$ cat src/core/dic_pkg.sv
/*
 * Package for the drive interface configuration register block: the
 * register address, field positions, reset value, mode codes and state
 * encodings. It assumes the block sits on the MCU external data space
 * with a 16-bit byte address and 8-bit data.
 */
`default_nettype none

package dic_pkg;

   // ------------------------------------------------------------------
   // Register map
   // ------------------------------------------------------------------
   localparam logic [15:0] ADDR_CFG0   = 16'hF0D0;
   localparam logic [15:0] ADDR_BC0    = 16'hF0D6;
   localparam logic [15:0] ADDR_BC3    = 16'hF0D9;
   localparam logic [7:0]  CFG0_RESET  = 8'h00;
   localparam logic [7:0]  RDATA_IDLE  = 8'h00;

   // ------------------------------------------------------------------
   // Field positions in the configuration register
   // ------------------------------------------------------------------
   localparam int BIT_MODE_LO  = 0;
   localparam int BIT_MODE_HI  = 1;
   localparam int BIT_DIR_EN   = 2;
   localparam int BIT_WPA_EN   = 3;
   localparam int BIT_RSV_LO   = 4;
   localparam int BIT_RSV_HI   = 6;
   localparam int BIT_VIEW_SEL = 7;

   // ------------------------------------------------------------------
   // Transfer mode codes
   // ------------------------------------------------------------------
   localparam logic [1:0] MODE_PIO  = 2'h0;
   localparam logic [1:0] MODE_MDMA = 2'h1;
   localparam logic [1:0] MODE_RSV  = 2'h2;
   localparam logic [1:0] MODE_UDMA = 2'h3;

   // ------------------------------------------------------------------
   // Write-pending sequencer states
   // ------------------------------------------------------------------
   typedef enum logic [1:0] {
      WP_IDLE,
      WP_MOVING,
      WP_PAUSED,
      WP_DRAIN
   } dic_wp_e;

endpackage

`default_nettype wire

$ cat src/core/dic_config_reg.sv
/*
 * Drive interface configuration register 0 with the logic it steers:
 * transfer mode, DMA direction check, last-packet write pause and the
 * view select for the shared byte-count addresses.
 * Assumes the MCU external data bus: a 16-bit address with one-cycle
 * read and write strobes, synchronous to ref_clk. The two byte counts
 * and the write-transfer signals come from the surrounding bridge.
 */
// Notes on behaviour
// - Power-up or watchdog reset clears the whole register to zero.
// - A USB bus reset leaves every bit of the register as it was.
// - Bit 7 picks USB counts (0) or drive counts (1) at the shared reads.
// - Bits 1:0 pick PIO 00, multiword DMA 01, Ultra DMA 11; 10 reserved.
// - With bit 2 set, directions are compared before a packet DMA phase.
// - A direction mismatch aborts the phase and raises the sequence error.
// - The direction check enable is ignored for non-packet drives.
// - Writes pause before the last USB packet and wait for firmware.
// - With bit 3 set, firmware may abort and flush the last packet.
// - With bit 3 clear, firmware may only move all data to the drive.
`default_nettype none

module dic_config_reg (
   input  wire logic        ref_clk,
   input  wire logic        reset,
   input  wire logic        wdt_reset,
   input  wire logic        usb_reset,
   // MCU external data port
   input  wire logic [15:0] xaddr,
   input  wire logic        xwr,
   input  wire logic        xrd,
   input  wire logic [7:0]  xwdata,
   output logic      [7:0]  xrdata,
   output logic             xrdata_valid,
   // Byte counts sharing the four addresses
   input  wire logic [31:0] usb_byte_count,
   input  wire logic [31:0] drive_byte_count,
   // Configuration fields to the bridge
   output logic      [1:0]  transfer_mode_select,
   output logic             dma_direction_check_enable,
   output logic             write_pending_abort_enable,
   output logic             byte_count_view_select,
   // Direction check
   input  wire logic        dma_start_req,
   input  wire logic        is_packet_drive,
   input  wire logic        own_dir_in,
   input  wire logic        drive_dir_in,
   output logic             dma_start_ok,
   output logic             dma_xfer_abort,
   output logic             dma_sequence_error_flag,
   // Last-packet write pause
   input  wire logic        wr_xfer_active,
   input  wire logic        last_packet_ready,
   input  wire logic        fw_move_req,
   input  wire logic        fw_abort_req,
   output logic             wr_pending,
   output logic             move_last_packet,
   output logic             flush_last_packet,
   output logic             wr_xfer_abort
);

   typedef struct packed {
      logic                  view_sel;
      logic                  wpa_en;
      logic                  dir_en;
      logic [1:0]            mode;
      logic [7:0]            rdata;
      logic                  rvalid;
      dic_pkg::dic_wp_e      wp;
      logic                  move;
      logic                  flush;
      logic                  wabort;
   } dic_cfg_s;

   dic_cfg_s st;
   dic_cfg_s next_st;
   logic [7:0] cfg_value;
   logic       wr_hit;
   logic [1:0] bc_index;

   // ------------------------------------------------------------------
   // Register view and decode
   // ------------------------------------------------------------------
   // Reserved bits are not stored at all, so they always read zero
   assign cfg_value = {st.view_sel, 3'h0, st.wpa_en, st.dir_en,
                       st.mode};
   assign wr_hit    = xwr && (xaddr == dic_pkg::ADDR_CFG0);
   assign bc_index  = 2'(xaddr - dic_pkg::ADDR_BC0);

   // ------------------------------------------------------------------
   // Next-state logic
   // ------------------------------------------------------------------
   always_comb begin
      logic [31:0] bc_sel;
      bc_sel  = 32'h0000_0000;
      next_st = st;
      next_st.move   = 1'b0;
      next_st.flush  = 1'b0;
      next_st.wabort = 1'b0;
      next_st.rvalid = 1'b0;

      // Register write; usb_reset is deliberately not looked at
      if (wr_hit) begin
         next_st.view_sel = xwdata[dic_pkg::BIT_VIEW_SEL];
         next_st.wpa_en   = xwdata[dic_pkg::BIT_WPA_EN];
         next_st.dir_en   = xwdata[dic_pkg::BIT_DIR_EN];
         next_st.mode     = xwdata[dic_pkg::BIT_MODE_HI:
                                   dic_pkg::BIT_MODE_LO];
      end

      // Read path: the view bit steers the shared count addresses
      bc_sel = st.view_sel ? drive_byte_count : usb_byte_count;
      if (xrd) begin
         next_st.rvalid = 1'b1;
         if (xaddr == dic_pkg::ADDR_CFG0) begin
            next_st.rdata = cfg_value;
         end else if (xaddr >= dic_pkg::ADDR_BC0
                      && xaddr <= dic_pkg::ADDR_BC3) begin
            next_st.rdata = bc_sel[8*bc_index +: 8];
         end else begin
            next_st.rdata = dic_pkg::RDATA_IDLE;
         end
      end

      // Last-packet write sequencer
      case (st.wp)
         dic_pkg::WP_IDLE: begin
            if (wr_xfer_active) begin
               next_st.wp = dic_pkg::WP_MOVING;
            end
         end
         dic_pkg::WP_MOVING: begin
            // Hold the last packet back until firmware decides
            if (last_packet_ready) begin
               next_st.wp = dic_pkg::WP_PAUSED;
            end
         end
         dic_pkg::WP_PAUSED: begin
            if (fw_abort_req && st.wpa_en) begin
               next_st.flush  = 1'b1;
               next_st.wabort = 1'b1;
               next_st.wp     = dic_pkg::WP_DRAIN;
            end else if (fw_move_req) begin
               // Mover then runs to the host's requested length
               next_st.move = 1'b1;
               next_st.wp   = dic_pkg::WP_DRAIN;
            end
         end
         dic_pkg::WP_DRAIN: begin
            // Stay here so one transfer pauses only once
         end
         default: begin
            next_st.wp = dic_pkg::WP_IDLE;
         end
      endcase
      if (!wr_xfer_active && st.wp != dic_pkg::WP_IDLE) begin
         next_st.wp = dic_pkg::WP_IDLE;
      end

      // Watchdog clears the configuration like a power-up
      if (wdt_reset) begin
         next_st.view_sel = dic_pkg::CFG0_RESET[dic_pkg::BIT_VIEW_SEL];
         next_st.wpa_en   = dic_pkg::CFG0_RESET[dic_pkg::BIT_WPA_EN];
         next_st.dir_en   = dic_pkg::CFG0_RESET[dic_pkg::BIT_DIR_EN];
         next_st.mode     = dic_pkg::CFG0_RESET[dic_pkg::BIT_MODE_HI:
                                                dic_pkg::BIT_MODE_LO];
      end
   end

   // ------------------------------------------------------------------
   // State register
   // ------------------------------------------------------------------
   always_ff @(posedge ref_clk) begin
      if (reset) begin
         st       <= '0;
         st.wp    <= dic_pkg::WP_IDLE;
         st.rdata <= dic_pkg::RDATA_IDLE;
      end else begin
         st <= next_st;
      end
   end

   // ------------------------------------------------------------------
   // Outputs
   // ------------------------------------------------------------------
   assign xrdata                     = st.rdata;
   assign xrdata_valid               = st.rvalid;
   assign transfer_mode_select       = st.mode;
   assign dma_direction_check_enable = st.dir_en;
   assign write_pending_abort_enable = st.wpa_en;
   assign byte_count_view_select     = st.view_sel;
   assign wr_pending                 = (st.wp == dic_pkg::WP_PAUSED);
   assign move_last_packet           = st.move;
   assign flush_last_packet          = st.flush;
   assign wr_xfer_abort              = st.wabort;

   // Direction check unit for packet-drive DMA phases
   dic_dir_check u_dir_check (
      .ref_clk         (ref_clk),
      .reset           (reset),
      .start_req       (dma_start_req),
      .is_packet_drive (is_packet_drive),
      .check_enable    (st.dir_en),
      .own_dir_in      (own_dir_in),
      .drive_dir_in    (drive_dir_in),
      .start_ok        (dma_start_ok),
      .xfer_abort      (dma_xfer_abort),
      .seq_error_set   (dma_sequence_error_flag)
   );
endmodule

`default_nettype wire

$ cat src/core/dic_dir_check.sv
/*
 * DMA direction check unit. Before a packet-drive DMA data phase starts
 * it compares the bridge's own direction with the drive's and either
 * lets the phase start or aborts it and raises the sequence error.
 * Assumes start requests are one-cycle pulses from the transaction
 * sequencer and the directions are stable while a request is high.
 */
`default_nettype none

module dic_dir_check (
   input  wire logic ref_clk,
   input  wire logic reset,
   input  wire logic start_req,
   input  wire logic is_packet_drive,
   input  wire logic check_enable,
   input  wire logic own_dir_in,
   input  wire logic drive_dir_in,
   output logic      start_ok,
   output logic      xfer_abort,
   output logic      seq_error_set
);

   typedef struct packed {
      logic ok;
      logic abort;
      logic err;
   } dic_dc_s;

   dic_dc_s st;
   dic_dc_s next_st;

   // ------------------------------------------------------------------
   // Decision for each start request
   // ------------------------------------------------------------------
   always_comb begin
      logic mismatch;
      mismatch = 1'b0;
      next_st = '0;
      // Non-packet drives never look at the enable
      mismatch = start_req && is_packet_drive && check_enable
                 && (own_dir_in != drive_dir_in);
      if (mismatch) begin
         next_st.abort = 1'b1;
         next_st.err   = 1'b1;
      end else if (start_req) begin
         next_st.ok = 1'b1;
      end
   end

   // Pulses last one cycle, so the state is simply registered
   always_ff @(posedge ref_clk) begin
      if (reset) begin
         st <= '0;
      end else begin
         st <= next_st;
      end
   end

   assign start_ok      = st.ok;
   assign xfer_abort    = st.abort;
   assign seq_error_set = st.err;
endmodule

`default_nettype wire

$ cat config.mk
export PLATFORM = sky130hd
export DESIGN_NAME = dic_config_reg
export DESIGN_NICKNAME = d
export VERILOG_FILES = /design/src/core/dic_pkg.sv /design/src/core/dic_config_reg.sv /design/src/core/dic_dir_check.sv
export SDC_FILE = /design/constraint.sdc
export NUM_CORES = 1
export LEC_CHECK = 0
export BUFFER_PORTS_ARGS = -buffer_cell sky130_fd_sc_hd__buf_4
export CAP_MARGIN = 0
export CORE_UTILIZATION = 36
export DETAILED_ROUTE_END_ITERATION = 16
export HOLD_SLACK_MARGIN = 0.12
export PLACE_DENSITY = 0.77
export SLEW_MARGIN = 40
export SYNTH_ARGS = -nofsm -noshare
export SYNTH_HDL_FRONTEND = slang
export SYNTH_SLANG_ARGS = --single-unit
$ cat constraint.sdc
create_clock -name ref_clk -period 2 [get_ports ref_clk]
set_clock_uncertainty 0.2 [all_clocks]
set_input_delay 0.4 -clock ref_clk [delete_from_list [all_inputs] [get_ports ref_clk]]
set_output_delay 0.4 -clock ref_clk [all_outputs]
set_load 0.02 [all_outputs]
=== After elaboration in Yosys (flattened, before gate mapping) ===
Cells that the tools add are included.

* $lt $le $gt $ge: 2
* Multiplexer cells: 12
* Equality and inequality tests: 7
* Reductions and logical operators: 17
* $mul: 0
* Shift-type cells: 1
* Bitwise gates (word level): 1
* Div/mod/pow operators: 0
* $add $sub $neg: 1

{| class="wikitable"
|+ Operator list
! cell !! number
|-
| 32-bit 2-to-1 mux || 1
|-
| 32-bit by 6-bit variable part select with 8-bit output || 1
|-
| 16-bit equality test, second input constant || 1
|-
| 16-bit greater-or-equal comparator, second input constant || 1
|-
| 16-bit <= comparator, second input constant || 1
|-
| 8-bit 2-to-1 mux || 2
|-
| 2-bit 2-to-1 mux || 5
|-
| 2-bit OR reduction || 4
|-
| 1-bit logical AND || 7
|-
| 2-bit one-hot mux with 3 select lines || 1
|-
| 2-bit != test, second input constant || 2
|-
| 4-bit AND reduction || 1
|-
| 3-bit 2-to-1 mux || 1
|-
| 3-bit by 2-bit != test with 1-bit output, second input constant || 1
|-
| 3-bit nonzero test || 1
|-
| 3-bit OR reduction || 1
|-
| 2-bit by 1-bit equality test with 1-bit output, second input constant || 1
|-
| 2-bit equality test, second input constant || 1
|-
| 2-bit zero test || 1
|-
| 1-bit 2-to-1 mux || 2
|-
| 2-bit nonzero test || 1
|-
| 2-bit subtractor, second input constant || 1
|-
| 1-bit zero test || 1
|-
| 1-bit != test || 1
|-
| 1-bit NOT || 1
|}

* Output and inout bits: 21
* Memory bits (read-only): 0
* Register bits: 22
* Memories: 0
* Memory bits (writable): 0
* Bits of input ports: 102
* Latch bits: 0

=== Longest topological paths before layout ===
* Depth in word-level cells: 4
* Depth in mapped cells: 6
* Mapped depth without buffers: 6

=== By module ===
A second synthesis with hierarchy kept.

* Cells, all modules: 134
* Area total of the unflattened synthesis: 1,492.7 um^2

{| class="wikitable"
|+ By module, submodules not included
! module !! instances !! cells each !! area an instance (um^2)
|-
| dic_config_reg || 1 || 126 || 1,407.6
|-
| dic_dir_check || 1 || 8 || 85.1
|}

=== Least setup slack after synthesis ===
No wires, ideal clock.

* Kind: reg-to-reg
* Start point: register st[3] in the netlist's numbering
* End point: register st[3] in the netlist's numbering
* Data arrival time: 1.704 ns
* Cell stages (with the launch flop): 7
* Slack: 0.005 ns
* Required time: 1.709 ns
* Path through: dfxtp_1 inv_1 ha_1 nor2b_1 a2111oi_0 nor2_1 a311oi_1

* Longest elaborated chain between the ends: 3

{| class="wikitable"
|+ RTL lines
! element !! RTL line !! text
|-
| from (decl) || dic_config_reg.sv:74 || <nowiki>dic_cfg_s st;</nowiki>
|-
| from (signal assigned) || dic_config_reg.sv:178 || <nowiki>st <= next_st;</nowiki>
|-
| 2-bit equality test (*) || n/a ||
|-
| net wr_pending || dic_config_reg.sv:55 || <nowiki>output logic wr_pending,</nowiki>
|-
| 3-bit by 2-bit != test with 1-bit output (no source line) or 3-bit nonzero test (tied branches) || n/a ||
|-
| 4-bit AND reduction (no source line) || n/a ||
|}

The timed path passes the listed nets; every way through them passes the cells marked *.
A chain may end at the register's enable or synchronous reset.

=== Final worst setup path ===
* Start point: register st[3] in the netlist's numbering
* End point: register st[3] in the netlist's numbering

* Longest elaborated chain between the ends: 3

{| class="wikitable"
|+ RTL lines
! element !! RTL line !! text
|-
| 2-bit equality test, or another cell as far along || dic_config_reg.sv:125 || <nowiki>case (st.wp)</nowiki>
|-
| 3-bit by 2-bit != test with 1-bit output (no source line), or another cell as far along || n/a ||
|-
| 4-bit AND reduction (no source line) or 2-bit OR reduction (tied branches) || n/a ||
|}

Parallel ways exist; a longest one is shown, timed or not.

==> metrics.yaml <==
synthesis:
  synthCells: 150
  ys_ff_latch: 20
  yosys_warnings: 0
  syn_avg_cell_area_sq_um: 10.5
  ys_types: 36
  netlist_area_sq_um: 1570
  syn_nets: 256
  ys_seq_area_share_pct: 25.5
setup_path:
  worstPathArrival_ps: 1850
  r2r_slack_ps: 100
  startpoint_type: "register"
  critical_path_class: "register to register"
  timing.rr.end: "st[3]"
  slowest_delay_ps: 350
  path_buf_inv: 2
  critical_path.max_fanout: 4
  cp.required_ps: 1950
  ff2ff_path_depth: 7
  cp_cell_sequence: "inv_1, ha_1, nor2b_1, a2111oi_2, buf_4, nor2_1, a311oi_2"
  cp-end-kind: "register"
  crit_family: "compound AO/OA/AOI/OAI gates"
  r2r_start: "st[3]"
  crit_slowest_cell: "dfxtp_2"
final_layout:
  fin_cells: 306
  seqCellArea_sq_um: 402
  design_area_sq_um: 2460
  layout.cells.most_common: "buf_4"
  fillers: 367
  multiInputGateArea_sq_um: 1000
  layout_common_cells: "buf_4 (124), dfxtp_1 (19), mux4_1 (13), nand2_1 (10)"
  synthToLayoutAreaGrowth_pct: 56.5
  antennaDiodeCount: 0
  nets: 364
  layout-drive-gt1-share_pct: 55.1
floorplan:
  die_h_um: 68.0
  start_util_pct: 38.4
  coreArea_sq_um: 4090
  die-area_sq_um: 4630
  num_io_pins: 123
  num_rows: 23
  die_w_um: 68.0
detailed_routing:
  drtIter0Drc: 36
  wirelength_um: 4050
  post_drt_wl_per_cell_um: 13.2
  drc_errors: 0
  via_per_inst: 5.10
  dr.pass1.iters: 3
  num_vias: 1562
  drtAntennaViolNets: 0
sta:
  setup_viol: 0
  period_needed_ps: 1900
  timing.final.crit_share_pct: 94.8
  fmax_mhz: 527
  slew_headroom_pct: 70.0
  tightest_slew_ps: 449
  setup-tns-final_ps: 0
  slew_violations: 0
  finalHoldViolations: 0
  whs_ps: 145
pwr:
  peakVddDrop_uv: 237
  power.leakage_uw: 0.00113
  power_density_nw_per_um2: 427
place:
  dpl-instance-area_sq_um: 2400
  dp_cells: 303
  gp_congestion: 0.723
  port_buffers: 118
  dpl.hpwl_um: 3470
job:
  maxCapViolCount: 0
worst_hold_path:
  hp-start: "is_packet_drive"
  hold_end: "u_dir_check.start_ok"
  hp-class: "input pin to register"
  min_path_cells: 2
global_route:
  grt_pass1_wl_um: 6370
  grt_usage_pct: 17.8
  grt_max_degree: 18
  antenna_found_initial: 0
  overflow: 0
  grt_pass1_vias: 1593
clock_tree:
  clk_pin_slew_ps: 70
  cts_setup_buffers: 0
  ctsRootBufferMaster: "clkbuf_8"
  clock_path_buffers: 2
  cts_buffers: 3
  ctsHtreeMaxLevel: 1
  cts_hold_buf: 0
  cts_tree: "yes"
  clock-sinks: 20
  clk_latency_ps: 250
outcome:
  outcome: "completed"
## Yosys cell counts (all sizes together)
library cell / count / area [sq um]
and3b: 1 / 8.76
nand2: 10 / 37.5
nand3: 9 / 45.0
mux2: 7 / 78.8
nor3b: 1 / 7.51
o211ai: 1 / 7.51
a31oi: 1 / 6.26
a2111oi: 1 / 8.76
ha: 4 / 50.1
and2: 1 / 6.26
a311oi: 5 / 43.8
nor2: 8 / 30.0
clkbuf: 3 / 11.3
buf: 18 / 150
or2: 1 / 6.26
and4b: 2 / 20.0
inv: 5 / 18.8
xor2: 1 / 8.76
a21boi: 1 / 7.51
mux4: 16 / 409
a21oi: 9 / 45.0
nor2b: 4 / 25.0
dfxtp: 20 / 400
o21ai: 5 / 25.0
o2111a: 1 / 11.3
o31a: 1 / 8.76
nand4: 1 / 6.26
o21bai: 1 / 7.51
nor3: 2 / 10.0
nor4: 2 / 12.5
nand2b: 6 / 37.5
and4: 2 / 17.5
## logic make-up after synthesis
family	synth area share, %
and+or+nand+nor	17.2
AOI/OAI and AO/OA	10.9
DFF	25.5
adders and majority gates	3.19
muxes	31.1
buffers and inverters	11.5
xor gates and xnor gates	0.558
## power by group
part	internal [uW]	switching, uW
Sequential	415	10.7
Clock	134	117
Combinational	242	129
## repair_timing
item | in CTS | in global routing
gates resized for setup | 1 | 3
hold endpoints to repair | 0 | 0
setup endpoints to repair | 1 | 2
## cell type report
| type | count | share of cell area [%] |
|---|---|---|
| Inverter | 5 | 0.764 |
| Timing Repair Buffer | 124 | 37.9 |
| Sequential cell | 20 | 16.4 |
| Multi-Input combinational cell | 104 | 40.8 |
| Tap cell | 50 | 2.55 |
| Clock buffer | 3 | 1.68 |
## metal layers
metal / wire length, um / GRT usage [%] / share of wire (%) / vias up
met5: 0 / 0 / 0 / -
met4: 0 / 4.17 / 0 / 0
met3: 345 / 2.17 / 8.5 / 0
met2: 2240 / 35.9 / 55 / 72
met1: 1470 / 19.2 / 36 / 713
li1: - / - / - / 777
## how the worst max path moves through the flow
stage,from,endpoint,cells after the start
3_3_place_gp,xaddr[0],xrdata[1],5
2_1_floorplan,st[3],st[3],6
5_1_grt,st[3],st[3],7
6_report,st[3],st[3],7
4_1_cts,st[3],st[3],7
3_5_place_dp,xaddr[0],xrdata[5],5
## state kept, by name, indices dropped and copies added (netlist names)
name and count:
byte_count_view_select 1, dma_direction_check_enable 1, flush_last_packet 1, move_last_packet 1, st 2, transfer_mode_select 2
u_dir_check.seq_error_set 1, u_dir_check.start_ok 1, write_pending_abort_enable 1, xrdata 8, xrdata_valid 1
## per-stage QoR
step | power, uW | utilization (%) | setup WS [ps]
2_1_floorplan | 608 | - | 5.39
3_3_place_gp | 780 | 58.8 | -10.8
3_5_place_dp | 789 | 58.8 | -13.0
4_1_cts | 1040 | 59.8 | 3.87
5_1_grt | 1110 | 60.1 | -5.10
6_report | 1050 | 60.1 | 103
Note: power is estimated with default switching activity, not from simulation.
